`src/shared/embc_map.svh`:
```
// Constants of the external memory bank controller
// Functional notes
// - Eight banks decode a 1GB external space; banks 0-5 are 128MB each.
// - Banks 1-7 take 8/16/32 bit width; boot bank only 16/32.
// - Seven banks start at fixed addresses; bank 7 start moves with size.
// - Bank 7 starts right after bank 6 ends.
// - Boot bank is mapped at address zero.
// - Boot width taken from boot mode pins at reset.
// - Memory address zero shifts to A0, A1 or A2 per bus width.
// - SDRAM bank select comes from the top two address bits inside bank size.
// - With wait enabled, strobe held while wait input is low.
// - Wait input sampled from one clock before access time ends.
// - Strobe released the clock after wait first sampled high.
// - Write strobe stretched and released like output enable.
// - Bus request from master answered by driving grant low.
// - While granted, address, data and controls go high impedance.
// - Grant released after the master drops its request.
// - Little or big endian byte order chosen by software.
// - SDRAM banks support self-refresh and power-down entry.
// - Width code 00=8, 01=16, 10=32, 11 reserved; boot field read-only.
// - All counts are in bus clock cycles.
// - Byte-lane enable is write byte enable ANDed with output enable.
`ifndef EMBC_MAP_SVH
`define EMBC_MAP_SVH
`define EMBC_W8        2'h0
`define EMBC_W16       2'h1
`define EMBC_W32       2'h2
`define EMBC_BOOT_NAND 2'h0
`define EMBC_BOOT_16   2'h1
`define EMBC_BOOT_32   2'h2
`define EMBC_BANK6_TOP 3'h6
`define EMBC_STRAP_AGE 2'h2
`define EMBC_BA_BITS   2
`define EMBC_BASE_SEG  4'h0
`define EMBC_SIZE_MIN  3'h0
`define EMBC_SIZE_MAX  3'h6
`define EMBC_SIZE_LSB  21
`define EMBC_BANK_MSB  29
`define EMBC_BANK_LSB  27
`define EMBC_ONE_CYC   4'h1
`define EMBC_CS_IDLE   8'hff
`endif

```
`src/shared/embc_pkg.sv`:
```
// Types of the external memory bank controller
`default_nettype none
package embc_pkg;
    typedef enum logic [2:0] {
        EMBC_IDLE   = 3'b000,
        EMBC_ACCESS = 3'b001,
        EMBC_WAIT   = 3'b010,
        EMBC_GRANT  = 3'b011,
        EMBC_PWRDN  = 3'b100
    } embc_state_e;
    typedef logic [1:0] embc_width_t;
endpackage
`default_nettype wire

```
`src/hw/embc_decode.sv`:
```
// Bank decoder with flexible bank 6/7 boundary
`timescale 1ns/10ps
`default_nettype none
`include "embc_map.svh"
module embc_decode
    import embc_pkg::*;
(
    // Request address and bank 6/7 size code
    input  wire logic [29:0] addr,
    input  wire logic [2:0]  size67,
    // Bank index
    output logic      [2:0]  bank
);
    logic [29:0] b7_start;
    // Bank 7 begins one bank-6 size above the fixed bank 6 start
    always_comb
    begin
        b7_start = {`EMBC_BANK6_TOP, {`EMBC_BANK_LSB{1'b0}}} +
                   (30'h1 << (`EMBC_SIZE_LSB + 32'(size67)));
        if (addr[`EMBC_BANK_MSB:`EMBC_BANK_LSB] < `EMBC_BANK6_TOP)
            bank = addr[`EMBC_BANK_MSB:`EMBC_BANK_LSB];
        else if (addr < b7_start)
            bank = 3'h6;
        else
            bank = 3'h7;
    end
endmodule // embc_decode
`default_nettype wire

```
`src/hw/embc_top.sv`:
```
// External memory bank controller core
`timescale 1ns/10ps
`default_nettype none
`include "embc_map.svh"
module embc_top
    import embc_pkg::*;
(
    // Clock and reset
    input  wire logic        core_clk,
    input  wire logic        rst_n,
    // Internal request port
    input  wire logic        req_valid,
    input  wire logic        req_write,
    input  wire logic [29:0] req_addr,
    input  wire logic [31:0] req_wdata,
    input  wire logic [3:0]  req_byte_en,
    output logic             req_done,
    output logic [31:0]      req_rdata,
    // Configuration
    input  wire logic [15:0] bank_width_cfg,
    input  wire logic [7:0]  bank_wait_enable,
    input  wire logic [7:0]  bank_byte_lane_mode,
    input  wire logic [3:0]  access_cycles,
    input  wire logic [2:0]  bank67_size,
    input  wire logic        big_endian,
    input  wire logic        sdram_self_refresh,
    input  wire logic        sdram_power_down,
    // Status
    output logic [1:0]       boot_bank_width_field,
    output logic [1:0]       boot_mode_latched,
    output logic             sdram_low_power,
    // Memory pins
    input  wire logic [1:0]  boot_mode_pins,
    input  wire logic        ext_stretch_n,
    output logic             boot_bank_select_n,
    output logic [7:1]       bank_select_n,
    output logic             output_enable_n,
    output logic             write_enable_n,
    output logic [3:0]       write_byte_enable_n,
    output logic [3:0]       byte_lane_enable_n,
    output logic [26:0]      mem_addr,
    output logic [1:0]       sdram_bank_addr,
    output logic [31:0]      data_out,
    output logic             data_oe,
    input  wire logic [31:0] data_in,
    output logic             bus_oe,
    // External master arbitration
    input  wire logic        ext_bus_request_n,
    output logic             ext_bus_grant_n
);
    embc_state_e state_r;
    embc_state_e state_nxt;
    logic [3:0]  cnt_r;
    logic [2:0]  bank;
    logic [2:0]  bank_r;
    logic [1:0]  wait_s1_r;
    logic [1:0]  req_s1_r;
    logic        stretch_s1_r;
    logic        stretch_r;
    logic        breq_s1_r;
    logic        breq_r;
    logic        strap_pend_r;
    logic [1:0]  strap_age_r;
    logic [2:0]  sel_bank;
    logic        oe_nxt_n;
    logic [3:0]  wbe_nxt_n;
    logic        wr_r;
    logic [1:0]  eff_width;

    // Width of a bank; boot bank follows the strap, reserved maps to 32
    function automatic embc_width_t width_of(input logic [2:0] b, input logic [15:0] cfg,
                                              input logic [1:0] boot);
        embc_width_t w;
        w = (b == 3'h0) ? boot : cfg[2*b +: 2];
        if (w == 2'h3)
            w = `EMBC_W32;
        return w;
    endfunction

    // Byte swap for big endian 32-bit words
    function automatic logic [31:0] swap(input logic [31:0] d, input logic be);
        return be ? {d[7:0], d[15:8], d[23:16], d[31:24]} : d;
    endfunction

    // Active-low byte enables in pin order; big endian mirrors the lanes
    function automatic logic [3:0] wbe_of(input logic [3:0] en, input logic be);
        return ~(be ? {en[0], en[1], en[2], en[3]} : en);
    endfunction

    embc_decode u_decode (
        .addr   (req_addr),
        .size67 (bank67_size),
        .bank   (bank)
    );

    assign eff_width = width_of(bank, bank_width_cfg, boot_bank_width_field);

    // Bank and strobe levels that the next edge drives
    always_comb
    begin
        sel_bank  = (state_r == EMBC_IDLE) ? bank : bank_r;
        oe_nxt_n  = (state_r == EMBC_IDLE) ? req_write : wr_r;
        wbe_nxt_n = (state_r == EMBC_IDLE) ? wbe_of(req_byte_en, big_endian) :
                    write_byte_enable_n;
    end

    // Two-stage synchronisers for pins
    always_ff @(posedge core_clk or negedge rst_n)
    begin
        if (!rst_n)
        begin
            stretch_s1_r <= 1'b1;
            stretch_r    <= 1'b1;
            breq_s1_r    <= 1'b1;
            breq_r       <= 1'b1;
            wait_s1_r    <= 2'h0;
            req_s1_r     <= 2'h0;
        end
        else
        begin
            stretch_s1_r <= ext_stretch_n;
            stretch_r    <= stretch_s1_r;
            breq_s1_r    <= ext_bus_request_n;
            breq_r       <= breq_s1_r;
            wait_s1_r    <= boot_mode_pins;
            req_s1_r     <= wait_s1_r;
        end
    end

    // Boot strap captured once the synchroniser holds post-reset pin levels
    always_ff @(posedge core_clk or negedge rst_n)
    begin
        if (!rst_n)
        begin
            strap_pend_r          <= 1'b1;
            strap_age_r           <= 2'h0;
            boot_mode_latched     <= 2'h0;
            boot_bank_width_field <= `EMBC_W16;
        end
        else if (strap_pend_r && strap_age_r != `EMBC_STRAP_AGE)
            strap_age_r <= strap_age_r + 2'h1;
        else if (strap_pend_r)
        begin
            strap_pend_r      <= 1'b0;
            boot_mode_latched <= req_s1_r;
            boot_bank_width_field <= (req_s1_r == `EMBC_BOOT_32) ? `EMBC_W32 : `EMBC_W16;
        end
    end

    // Next state
    always_comb
    begin
        state_nxt = state_r;
        unique case (state_r)
            EMBC_IDLE:
                if (!breq_r)
                    state_nxt = EMBC_GRANT;
                else if (sdram_self_refresh || sdram_power_down)
                    state_nxt = EMBC_PWRDN;
                else if (req_valid && !strap_pend_r)
                    state_nxt = EMBC_ACCESS;
            EMBC_ACCESS:
                if (cnt_r <= `EMBC_ONE_CYC)
                    state_nxt = (bank_wait_enable[bank_r] && !stretch_r) ?
                                EMBC_WAIT : EMBC_IDLE;
            EMBC_WAIT:
                if (stretch_r)
                    state_nxt = EMBC_IDLE;
            EMBC_GRANT:
                if (breq_r)
                    state_nxt = EMBC_IDLE;
            EMBC_PWRDN:
                if (!sdram_self_refresh && !sdram_power_down)
                    state_nxt = EMBC_IDLE;
            default:
                state_nxt = EMBC_IDLE;
        endcase
    end

    // State register
    always_ff @(posedge core_clk or negedge rst_n)
    begin
        if (!rst_n)
            state_r <= EMBC_IDLE;
        else
            state_r <= state_nxt;
    end

    // Access cycle counter in bus clocks
    always_ff @(posedge core_clk or negedge rst_n)
    begin
        if (!rst_n)
            cnt_r <= 4'h0;
        else if (state_r == EMBC_IDLE && state_nxt == EMBC_ACCESS)
            cnt_r <= (access_cycles == 4'h0) ? `EMBC_ONE_CYC : access_cycles;
        else if (cnt_r != 4'h0)
            cnt_r <= cnt_r - 4'h1;
    end

    // Access latch: bank, address, data, strobes
    always_ff @(posedge core_clk or negedge rst_n)
    begin
        if (!rst_n)
        begin
            bank_r              <= 3'h0;
            wr_r                <= 1'b0;
            mem_addr            <= 27'h0;
            sdram_bank_addr     <= 2'h0;
            data_out            <= 32'h0;
            write_byte_enable_n <= 4'hf;
        end
        else if (state_r == EMBC_IDLE && state_nxt == EMBC_ACCESS)
        begin
            bank_r   <= bank;
            wr_r     <= req_write;
            mem_addr <= req_addr[26:0] >> eff_width;
            // Top bank bit is the highest address line inside the bank size
            sdram_bank_addr <= 2'(req_addr[29:0] >> (`EMBC_SIZE_LSB - `EMBC_BA_BITS +
                               32'(bank67_size)));
            data_out <= swap(req_wdata, big_endian);
            write_byte_enable_n <= wbe_of(req_byte_en, big_endian);
        end
    end

    // Pin strobes, selects and bus release
    always_ff @(posedge core_clk or negedge rst_n)
    begin
        if (!rst_n)
        begin
            boot_bank_select_n <= 1'b1;
            bank_select_n      <= 7'h7f;
            output_enable_n    <= 1'b1;
            write_enable_n     <= 1'b1;
            byte_lane_enable_n <= 4'hf;
            data_oe            <= 1'b0;
            bus_oe             <= 1'b1;
            ext_bus_grant_n    <= 1'b1;
            sdram_low_power    <= 1'b0;
        end
        else
        begin
            if (state_nxt == EMBC_ACCESS || state_nxt == EMBC_WAIT)
            begin
                boot_bank_select_n <= (state_r == EMBC_IDLE ? bank : bank_r) != 3'h0;
                bank_select_n <= ~(7'((8'h1 << (state_r == EMBC_IDLE ? bank : bank_r))
                                   >> 1));
                output_enable_n <= (state_r == EMBC_IDLE) ? req_write : wr_r;
                write_enable_n  <= (state_r == EMBC_IDLE) ? !req_write : !wr_r;
                data_oe <= (state_r == EMBC_IDLE) ? req_write : wr_r;
                byte_lane_enable_n <= bank_byte_lane_mode[sel_bank] ?
                    (wbe_nxt_n & {4{oe_nxt_n}}) : 4'hf;
            end
            else
            begin
                boot_bank_select_n <= 1'b1;
                bank_select_n      <= 7'h7f;
                output_enable_n    <= 1'b1;
                write_enable_n     <= 1'b1;
                byte_lane_enable_n <= 4'hf;
                data_oe            <= 1'b0;
            end
            bus_oe          <= state_nxt != EMBC_GRANT;
            ext_bus_grant_n <= state_nxt != EMBC_GRANT;
            sdram_low_power <= state_nxt == EMBC_PWRDN;
        end
    end

    // Read data capture and completion pulse
    always_ff @(posedge core_clk or negedge rst_n)
    begin
        if (!rst_n)
        begin
            req_done  <= 1'b0;
            req_rdata <= 32'h0;
        end
        else
        begin
            req_done <= (state_r == EMBC_ACCESS || state_r == EMBC_WAIT) &&
                        state_nxt == EMBC_IDLE;
            if ((state_r == EMBC_ACCESS || state_r == EMBC_WAIT) &&
                state_nxt == EMBC_IDLE && !wr_r)
                req_rdata <= swap(data_in, big_endian);
        end
    end

    // Grant only from idle, so a running access completes first
    property p_grant_after_idle;
        @(posedge core_clk) disable iff (!rst_n)
        $fell(ext_bus_grant_n) |-> $past(state_r) == EMBC_IDLE;
    endproperty
    a_grant_after_idle: assert property (p_grant_after_idle) else $error("grant mid access");

    property p_hiz_when_granted;
        @(posedge core_clk) disable iff (!rst_n)
        !ext_bus_grant_n |-> !bus_oe && !data_oe && output_enable_n && write_enable_n;
    endproperty
    a_hiz_when_granted: assert property (p_hiz_when_granted) else $error("bus driven in grant");

    property p_grant_on_request;
        @(posedge core_clk) disable iff (!rst_n)
        (state_r == EMBC_IDLE && !breq_r) |=> !ext_bus_grant_n;
    endproperty
    a_grant_on_request: assert property (p_grant_on_request) else $error("no grant");

    property p_grant_release;
        @(posedge core_clk) disable iff (!rst_n)
        (state_r == EMBC_GRANT && breq_r) |=> ext_bus_grant_n;
    endproperty
    a_grant_release: assert property (p_grant_release) else $error("grant held");

    property p_one_select;
        @(posedge core_clk) disable iff (!rst_n)
        $countones({~bank_select_n, ~boot_bank_select_n}) <= 1;
    endproperty
    a_one_select: assert property (p_one_select) else $error("several selects");

    property p_wait_holds_oe;
        @(posedge core_clk) disable iff (!rst_n)
        (state_r == EMBC_WAIT && !stretch_r) |=> (!output_enable_n || !write_enable_n);
    endproperty
    a_wait_holds_oe: assert property (p_wait_holds_oe) else $error("strobe dropped");

    property p_release_after_high;
        @(posedge core_clk) disable iff (!rst_n)
        (state_r == EMBC_WAIT && stretch_r) |=> output_enable_n && write_enable_n;
    endproperty
    a_release_after_high: assert property (p_release_after_high) else $error("late release");

    property p_boot_width;
        @(posedge core_clk) disable iff (!rst_n)
        boot_bank_width_field != `EMBC_W8;
    endproperty
    a_boot_width: assert property (p_boot_width) else $error("boot width 8");

    property p_lanes;
        @(posedge core_clk) disable iff (!rst_n)
        (!output_enable_n || !write_enable_n) && bank_byte_lane_mode[bank_r] |->
            byte_lane_enable_n == (write_byte_enable_n & {4{output_enable_n}});
    endproperty
    a_lanes: assert property (p_lanes) else $error("lane enable mismatch");

    c_read:  cover property (@(posedge core_clk) state_r == EMBC_ACCESS && !wr_r);
    c_write: cover property (@(posedge core_clk) state_r == EMBC_ACCESS && wr_r);
    c_wait:  cover property (@(posedge core_clk) state_r == EMBC_WAIT);
    c_grant: cover property (@(posedge core_clk) !ext_bus_grant_n);
endmodule // embc_top
`default_nettype wire

```
`config.mk`:
```
export PLATFORM = sky130hd
export DESIGN_NAME = embc_top
export DESIGN_NICKNAME = d
export VERILOG_FILES = /design/src/shared/embc_pkg.sv /design/src/hw/embc_decode.sv /design/src/hw/embc_top.sv
export VERILOG_INCLUDE_DIRS = /design/src /design/src/shared
export SDC_FILE = /design/constraint.sdc
export NUM_CORES = 1
export LEC_CHECK = 0
export BUFFER_PORTS_ARGS = -buffer_cell sky130_fd_sc_hd__buf_2
export CAP_MARGIN = 20
export CORE_ASPECT_RATIO = 1.5
export CORE_MARGIN = 1.5
export CORE_UTILIZATION = 52
export CTS_CLUSTER_DIAMETER = 120
export DETAILED_ROUTE_END_ITERATION = 16
export GPL_TIMING_DRIVEN = 1
export PLACE_DENSITY = 0.83
export SLEW_MARGIN = 25
export SYNTH_ARGS = -nofsm -noshare
export SYNTH_HDL_FRONTEND = slang
export SYNTH_HIERARCHICAL = 1
export SYNTH_SLANG_ARGS = --single-unit
```
`constraint.sdc`:
```
create_clock -name core_clk -period 7.45 [get_ports core_clk]
set_clock_uncertainty 0.1 [all_clocks]
set_input_delay 1.49 -clock core_clk [delete_from_list [all_inputs] [get_ports core_clk]]
set_output_delay 1.49 -clock core_clk [all_outputs]
set_load 0.01 [all_outputs]
```
Yosys cells after proc, flatten, opt, wreduce, memory -nomap -nowiden
Cells that the tools add are included.
{"block": "totals", "register_bits": 141, "input_bits": 148, "output_inout_bits": 120, "word_cells": 117}
{"block": "classes", "n_addsub": 5, "magnitude_cmp": 5, "n_eq_ne": 11, "n_shift": 5, "n_mux": 35, "bitwise_logic": 4, "n_reduce_logical": 24}
{"operator": "$mux W32", "count": 2}
{"operator": "$shl A1 B32 Y30 const A", "count": 1}
{"operator": "$add A30 B30 Y30 const A", "count": 1}
{"operator": "$lt A30 B30 Y1", "count": 1}
{"operator": "$shr A30 B6 Y2", "count": 1}
{"operator": "$mux W4", "count": 7}
{"operator": "$mux W3", "count": 9}
{"operator": "$shr A27 B2 Y27", "count": 1}
{"operator": "$shiftx A16 B5 Y2", "count": 1}
{"operator": "$pmux W3 S5", "count": 1}
{"operator": "$add A5 B3 Y6 const A", "count": 2}
{"operator": "$eq A3 B2 Y1 const B", "count": 3}
{"operator": "$logic_not A3 Y1", "count": 3}
{"operator": "$mux W1", "count": 9}
{"operator": "$lt A3 B4 Y1 const B", "count": 2}
{"operator": "$mux W2", "count": 4}
{"operator": "$shl A1 B3 Y8 const A", "count": 1}
{"operator": "$logic_and A1 B1 Y1", "count": 7}
{"operator": "$mux W7", "count": 1}
{"operator": "$not A7 Y7", "count": 1}
{"operator": "$bmux W1 S3", "count": 2}
{"operator": "$eq A3 B1 Y1 const B", "count": 2}
{"operator": "$eq A3 B3 Y1 const B", "count": 2}
{"operator": "$logic_not A1 Y1", "count": 6}
{"operator": "other kinds (16)", "count": 19}

Logic depth before layout (Yosys ltp)
{"block": "depth", "word_depth": 11, "ltp_mapped": 15, "depth_no_buf": 12}

Modules after synthesis
Netlist, hierarchy kept.
{"module": "embc_top", "instances": 1, "cells_per_inst": 616, "area_per_inst_um2": 7205.7, "seq_area_each_um2": 3559.7}
{"module": "embc_decode", "instances": 1, "cells_per_inst": 48, "area_per_inst_um2": 377.9, "seq_area_each_um2": 0.0}

Worst setup path before layout
OpenSTA, ideal clock, no wires.
{"block": "synth_timing", "kind": "input -> register", "from": "input port bank67_size[2]", "to": "register mem_addr[10]", "setup_time_ns": 0.118, "arrival_time_ns": 4.412, "required_time_ns": 7.232, "slack_ns": 2.820, "cell_stages": 14, "n_path_buf": 3, "cell_sequence": "or3b_2 ha_1 nand4_1 a211oi_1 o31ai_1 a21oi_1 buf_2 mux4_2 mux2i_1 buf_2 buf_4 mux2i_1 a211oi_1 a21o_1"}
{"block": "synth_between", "elab_chain_len": 11, "elab_cells_between_ends": 12, "cone_classes": "2 x add/sub; 1 x order compare; 1 x eq/ne; 3 x shift; 4 x mux; 1 x reduce/logical"}
{"element": "from (decl)", "line_no": "embc_top.sv:24", "text": "input wire logic [2:0] bank67_size,"}
{"element": "$add A5 B3 Y6 (no line) *"}
{"element": "$shl A1 B32 Y30 *", "line_no": "embc_decode.sv:19", "text": "(30'h1 << (`EMBC_SIZE_LSB + 32'(size67)));"}
{"element": "$add A30 B30 Y30 *", "line_no": "embc_decode.sv:18", "text": "b7_start = {`EMBC_BANK6_TOP, {`EMBC_BANK_LSB{1'b0}}} +"}
{"element": "$lt A30 B30 Y1 *", "line_no": "embc_decode.sv:22", "text": "else if (addr < b7_start)"}
{"element": "$mux W1 *", "line_no": "embc_decode.sv:22"}
{"element": "$mux W3 *", "line_no": "embc_decode.sv:20", "text": "if (addr[`EMBC_BANK_MSB:`EMBC_BANK_LSB] < `EMBC_BANK6_TOP)"}
{"element": "via bank[0]", "line_no": "embc_top.sv:54", "text": "logic [2:0] bank;"}
{"element": "$shiftx A16 B5 Y2 / $logic_not A3 Y1 (equally long branches)", "line_no": "embc_top.sv:74", "text": "w = (b == 3'h0) ? boot : cfg[2*b +: 2];"}
{"element": "$mux W2 *", "line_no": "embc_top.sv:74"}
{"element": "$eq A2 B2 Y1", "line_no": "embc_top.sv:75", "text": "if (w == 2'h3)"}
{"element": "$mux W2 *", "line_no": "embc_top.sv:75"}
{"element": "$shr A27 B2 Y27 *", "line_no": "embc_top.sv:216", "text": "mem_addr <= req_addr[26:0] >> eff_width;"}
{"element": "to (signal assigned)", "line_no": "embc_top.sv:216"}
{"element": "to (decl)", "line_no": "embc_top.sv:41", "text": "output logic [26:0] mem_addr,"}
The timed path passes the listed nets; every way through them passes the cells marked *.
A chain may end at the register's enable or synchronous reset.

Worst setup path in the final report
{"block": "layout_timing", "from": "input port bank67_size[1]", "to": "register mem_addr[17]"}
The elaborated chain is that of the path after synthesis.

==> impl_results.md <==
* Status: complete, no violations
* Hold Path Class: reg2reg
* Avg WL per Cell at 16.2 um
* Synth area leader: dfrtp_1
* Flop-to-flop setup slack at 4.19 ns
* Most used DFF post-synth: dfrtp_1
* Post-Syn Area at 0.00758 mm2
* First-pass GRT wire length at roughly 28000 um
* Htree depth at 4
* Starting density of the core at 53.7%
* Final Critical Period at 5.21 ns
* Post-synth EDFFs at 0
* Root Buffer: clkbuf_16
* Max VDD drop at 0.192 mV
* GPL Wtd Cong at around 0.8
* Clock Pin Slew Worst Setup and Hold Paths at 0.07 ns
* Gr ovfl total at 0
* Hpwl dp at between 10000 and 15000 um
* Layout cell share with drive strength beyond 1 at 45.7%
* Psw at 1.33 mW
* Post-route clock period utilization at 70.0%
* Top-area cell type share of the netlist area at 38.3%
* CP max-delay cell: mux4_2
* Setup repair bufs after CTS at 0
* Hold Violations, Final at 0
* Largest cells by area after synthesis: dfrtp_1 (38%), mux2i_1 (9.9%), dfstp_2 (8.7%)
* Rows at 53
* Via count of the first global-routing pass at 5979
* N_diodes at 0
* Max incr delay on CP at 0.54 ns
* CTS sink cnt at 141
* GRT Total Usage at between 20% and 30%
* Combinational share of power at between 40% and 50%
* Routed vias at 6037
* I/O Buffers at 265
* Initial DRC count at 155
* Post-CTS Resized at 0
* Worst R2R Start: cnt_r[0]
* Seq/Total Area, Yosys at 46.9%
* FF-to-FF End: req_rdata[22]
* Max Slew Vio Count at 0
* Die span in x at about 100 um
* Max clock buf depth at 2
* Hold path start: wait_s1_r[1]
* Clock network fraction of design power at 24.1%
* Max Cap Viol at 0
* Die ar. at 0.0153 mm2
* Most common cell in the netlist: dfrtp_1
* Switching Fraction at ~36%
* Core area at 0.0141 mm2
* FF+latch count, synth at between 100 and 150
* R2R cell count at 7
* DRC violations left at 0
* Hold_buf cts at 0
* Synth warnings at 6
* Least-Margin Pin Slew at 1.04 ns
* Worst Hold Depth at 0
* Worst Path Required at 7.66 ns
* Pwr per Cell Area at approximately 390 mW/mm2
* Unrepaired setup endpoints after global routing: no
* Internal power at 2.39 mW
* Crit Path Class: in2reg
* DR vias/cell at 5.40
* Antenna violations before repair at 0
* DIE HEIGHT at around 150 um
* Fmax at roughly 190 MHz
* Largest net degree at the start of global routing at slightly above 90
* Crit path capture type: flop
* CTS tree: built
* Setup violators final at 0
* Synthesis-to-finish area growth at 26.9%
* Syn Area/Cell at 11.4 um2
* WL final at between 15000 and 20000 um
* Hold_ws at 0.247 ns
* Pre-antenna DRT Iters at 6
* Synth top cells by count: dfrtp_1 (116), mux2i_1 (75), nand2_1 (72), nor2_1 (51), o21ai_0 (44)
* CP Launch Type: input pin
* Inserted Clock Buffers at 17
* Synth async-reset ratio at 100%
* Arrival @ worst endpoint at 5.42 ns
* Distinct cells, synth at 56
* Sequential share of power at 35.4%
* Worst-path fanout max at 15
* Total I/O pin count at 268
* Worst hold endpoint: req_s1_r[1]
* Synth Instances at 664
* ANT nets after route at 0
* Relative slew slack at between 30% and 40%
* Clk Latency, worst-skew pair at 0.41 ns
* Leak at 4.95 nW
* Fin nets at 1078
* Final Util at between 60% and 70%
* Setup TNS Final at 0 ns
* Worst path cell trace: buf_2, or3b_2, ha_1, nand4_1, a211oi_1, o31ai_1, a21oi_1, buf_4, mux4_2, mux2i_4, buf_4, mux2i_1, a211oi_1, a21o_1
cells by family after synthesis:
| logic type | count (synthesis) | synth area share (%) |
|---|---|---|
| simple gates | 162 | 9.65 |
| mux | 154 | 24.2 |
| flops | 141 | 46.9 |
| compound gates | 134 | 12.1 |
| buf+inv | 52 | 3.88 |
| fa+ha+maj | 17 | 2.80 |
| xor+xnor | 3 | 0.446 |
| other cells | 1 | 0.0494 |
worst max-delay path by stage:
stage,slack (ns),depth (start not counted),to,start
after floorplan,2.82,14,mem_addr[10],bank67_size[2]
after global placement,1.88,14,mem_addr[15],bank67_size[1]
after detailed placement,1.83,14,mem_addr[17],bank67_size[1]
after CTS,2.27,14,mem_addr[17],bank67_size[1]
after global routing,2.13,14,mem_addr[12],bank67_size[1]
final,2.24,14,mem_addr[17],bank67_size[1]
through the flow:
step	area, um2	total power, mW	setup WS (ns)	cells
after detailed placement	9000	2.84	1.83	1086
after floorplan	7600	2.33	2.82	668
after CTS	9620	3.76	2.27	1118
final	9620	3.73	2.24	1118
after global placement	9000	2.79	1.88	1086
after global routing	9620	3.97	2.13	1118
layer usage:
| metal | wire length, um | GRT usage, % |
|---|---|---|
| met4 | 473 | 9.03 |
| met1 | 6780 | 25.5 |
| met3 | 1330 | 6.51 |
| met2 | 9530 | 43.3 |
| met5 | 0 | 0 |
flip-flops by register name, indices dropped and copies added (netlist names), 2 cells and up:
register	count
data_out	32
req_rdata	32
mem_addr	27
bank_select_n	7
byte_lane_enable_n	4
cnt_r	4
write_byte_enable_n	4
bank_r	3
state_r	3
boot_bank_width_field	2
boot_mode_latched	2
req_s1_r	2
sdram_bank_addr	2
strap_age_r	2
wait_s1_r	2
cell type report:
type | instances | area, um2
fill | 1094 | 4500
multi-input combinational | 475 | 3790
sequential | 141 | 3560
timing repair buffer | 273 | 1390
clock buffer | 20 | 437
tap | 192 | 240
clock inverter | 12 | 186
inverter | 5 | 18.8
placed cells by master, fill, tap and decap left out, drive strengths merged, types with 5 or more instances in the layout:
cell / n
o211ai: 5
o21ai: 44
ha: 17
dfrtp: 116
buf: 273
inv: 8
clkbuf: 20
mux2: 72
nand2b: 5
nor2: 51
a21oi: 13
mux2i: 75
a21o: 26
a211oi: 31
conb: 5
mux4: 7
nand2: 72
dfstp: 25
critical path: cells and delay by family:
family                     cells  cell delay [ns]
and+or+nand+nor                2             0.57
AOI/OAI and AO/OA              5             0.93
adders and majority gates      1             0.31
buffers and inverters          3             0.81
muxes                          3             1.28
power by group through the flow:
stage	registers, mW	logic, mW	clock network, mW
after floorplan	1.43	0.899	0
after global placement	1.31	1.48	0
after detailed placement	1.33	1.52	0
after CTS	1.32	1.53	0.913
after global routing	1.36	1.66	0.946
final	1.32	1.51	0.897
Note: power is estimated with default switching activity, not from simulation.
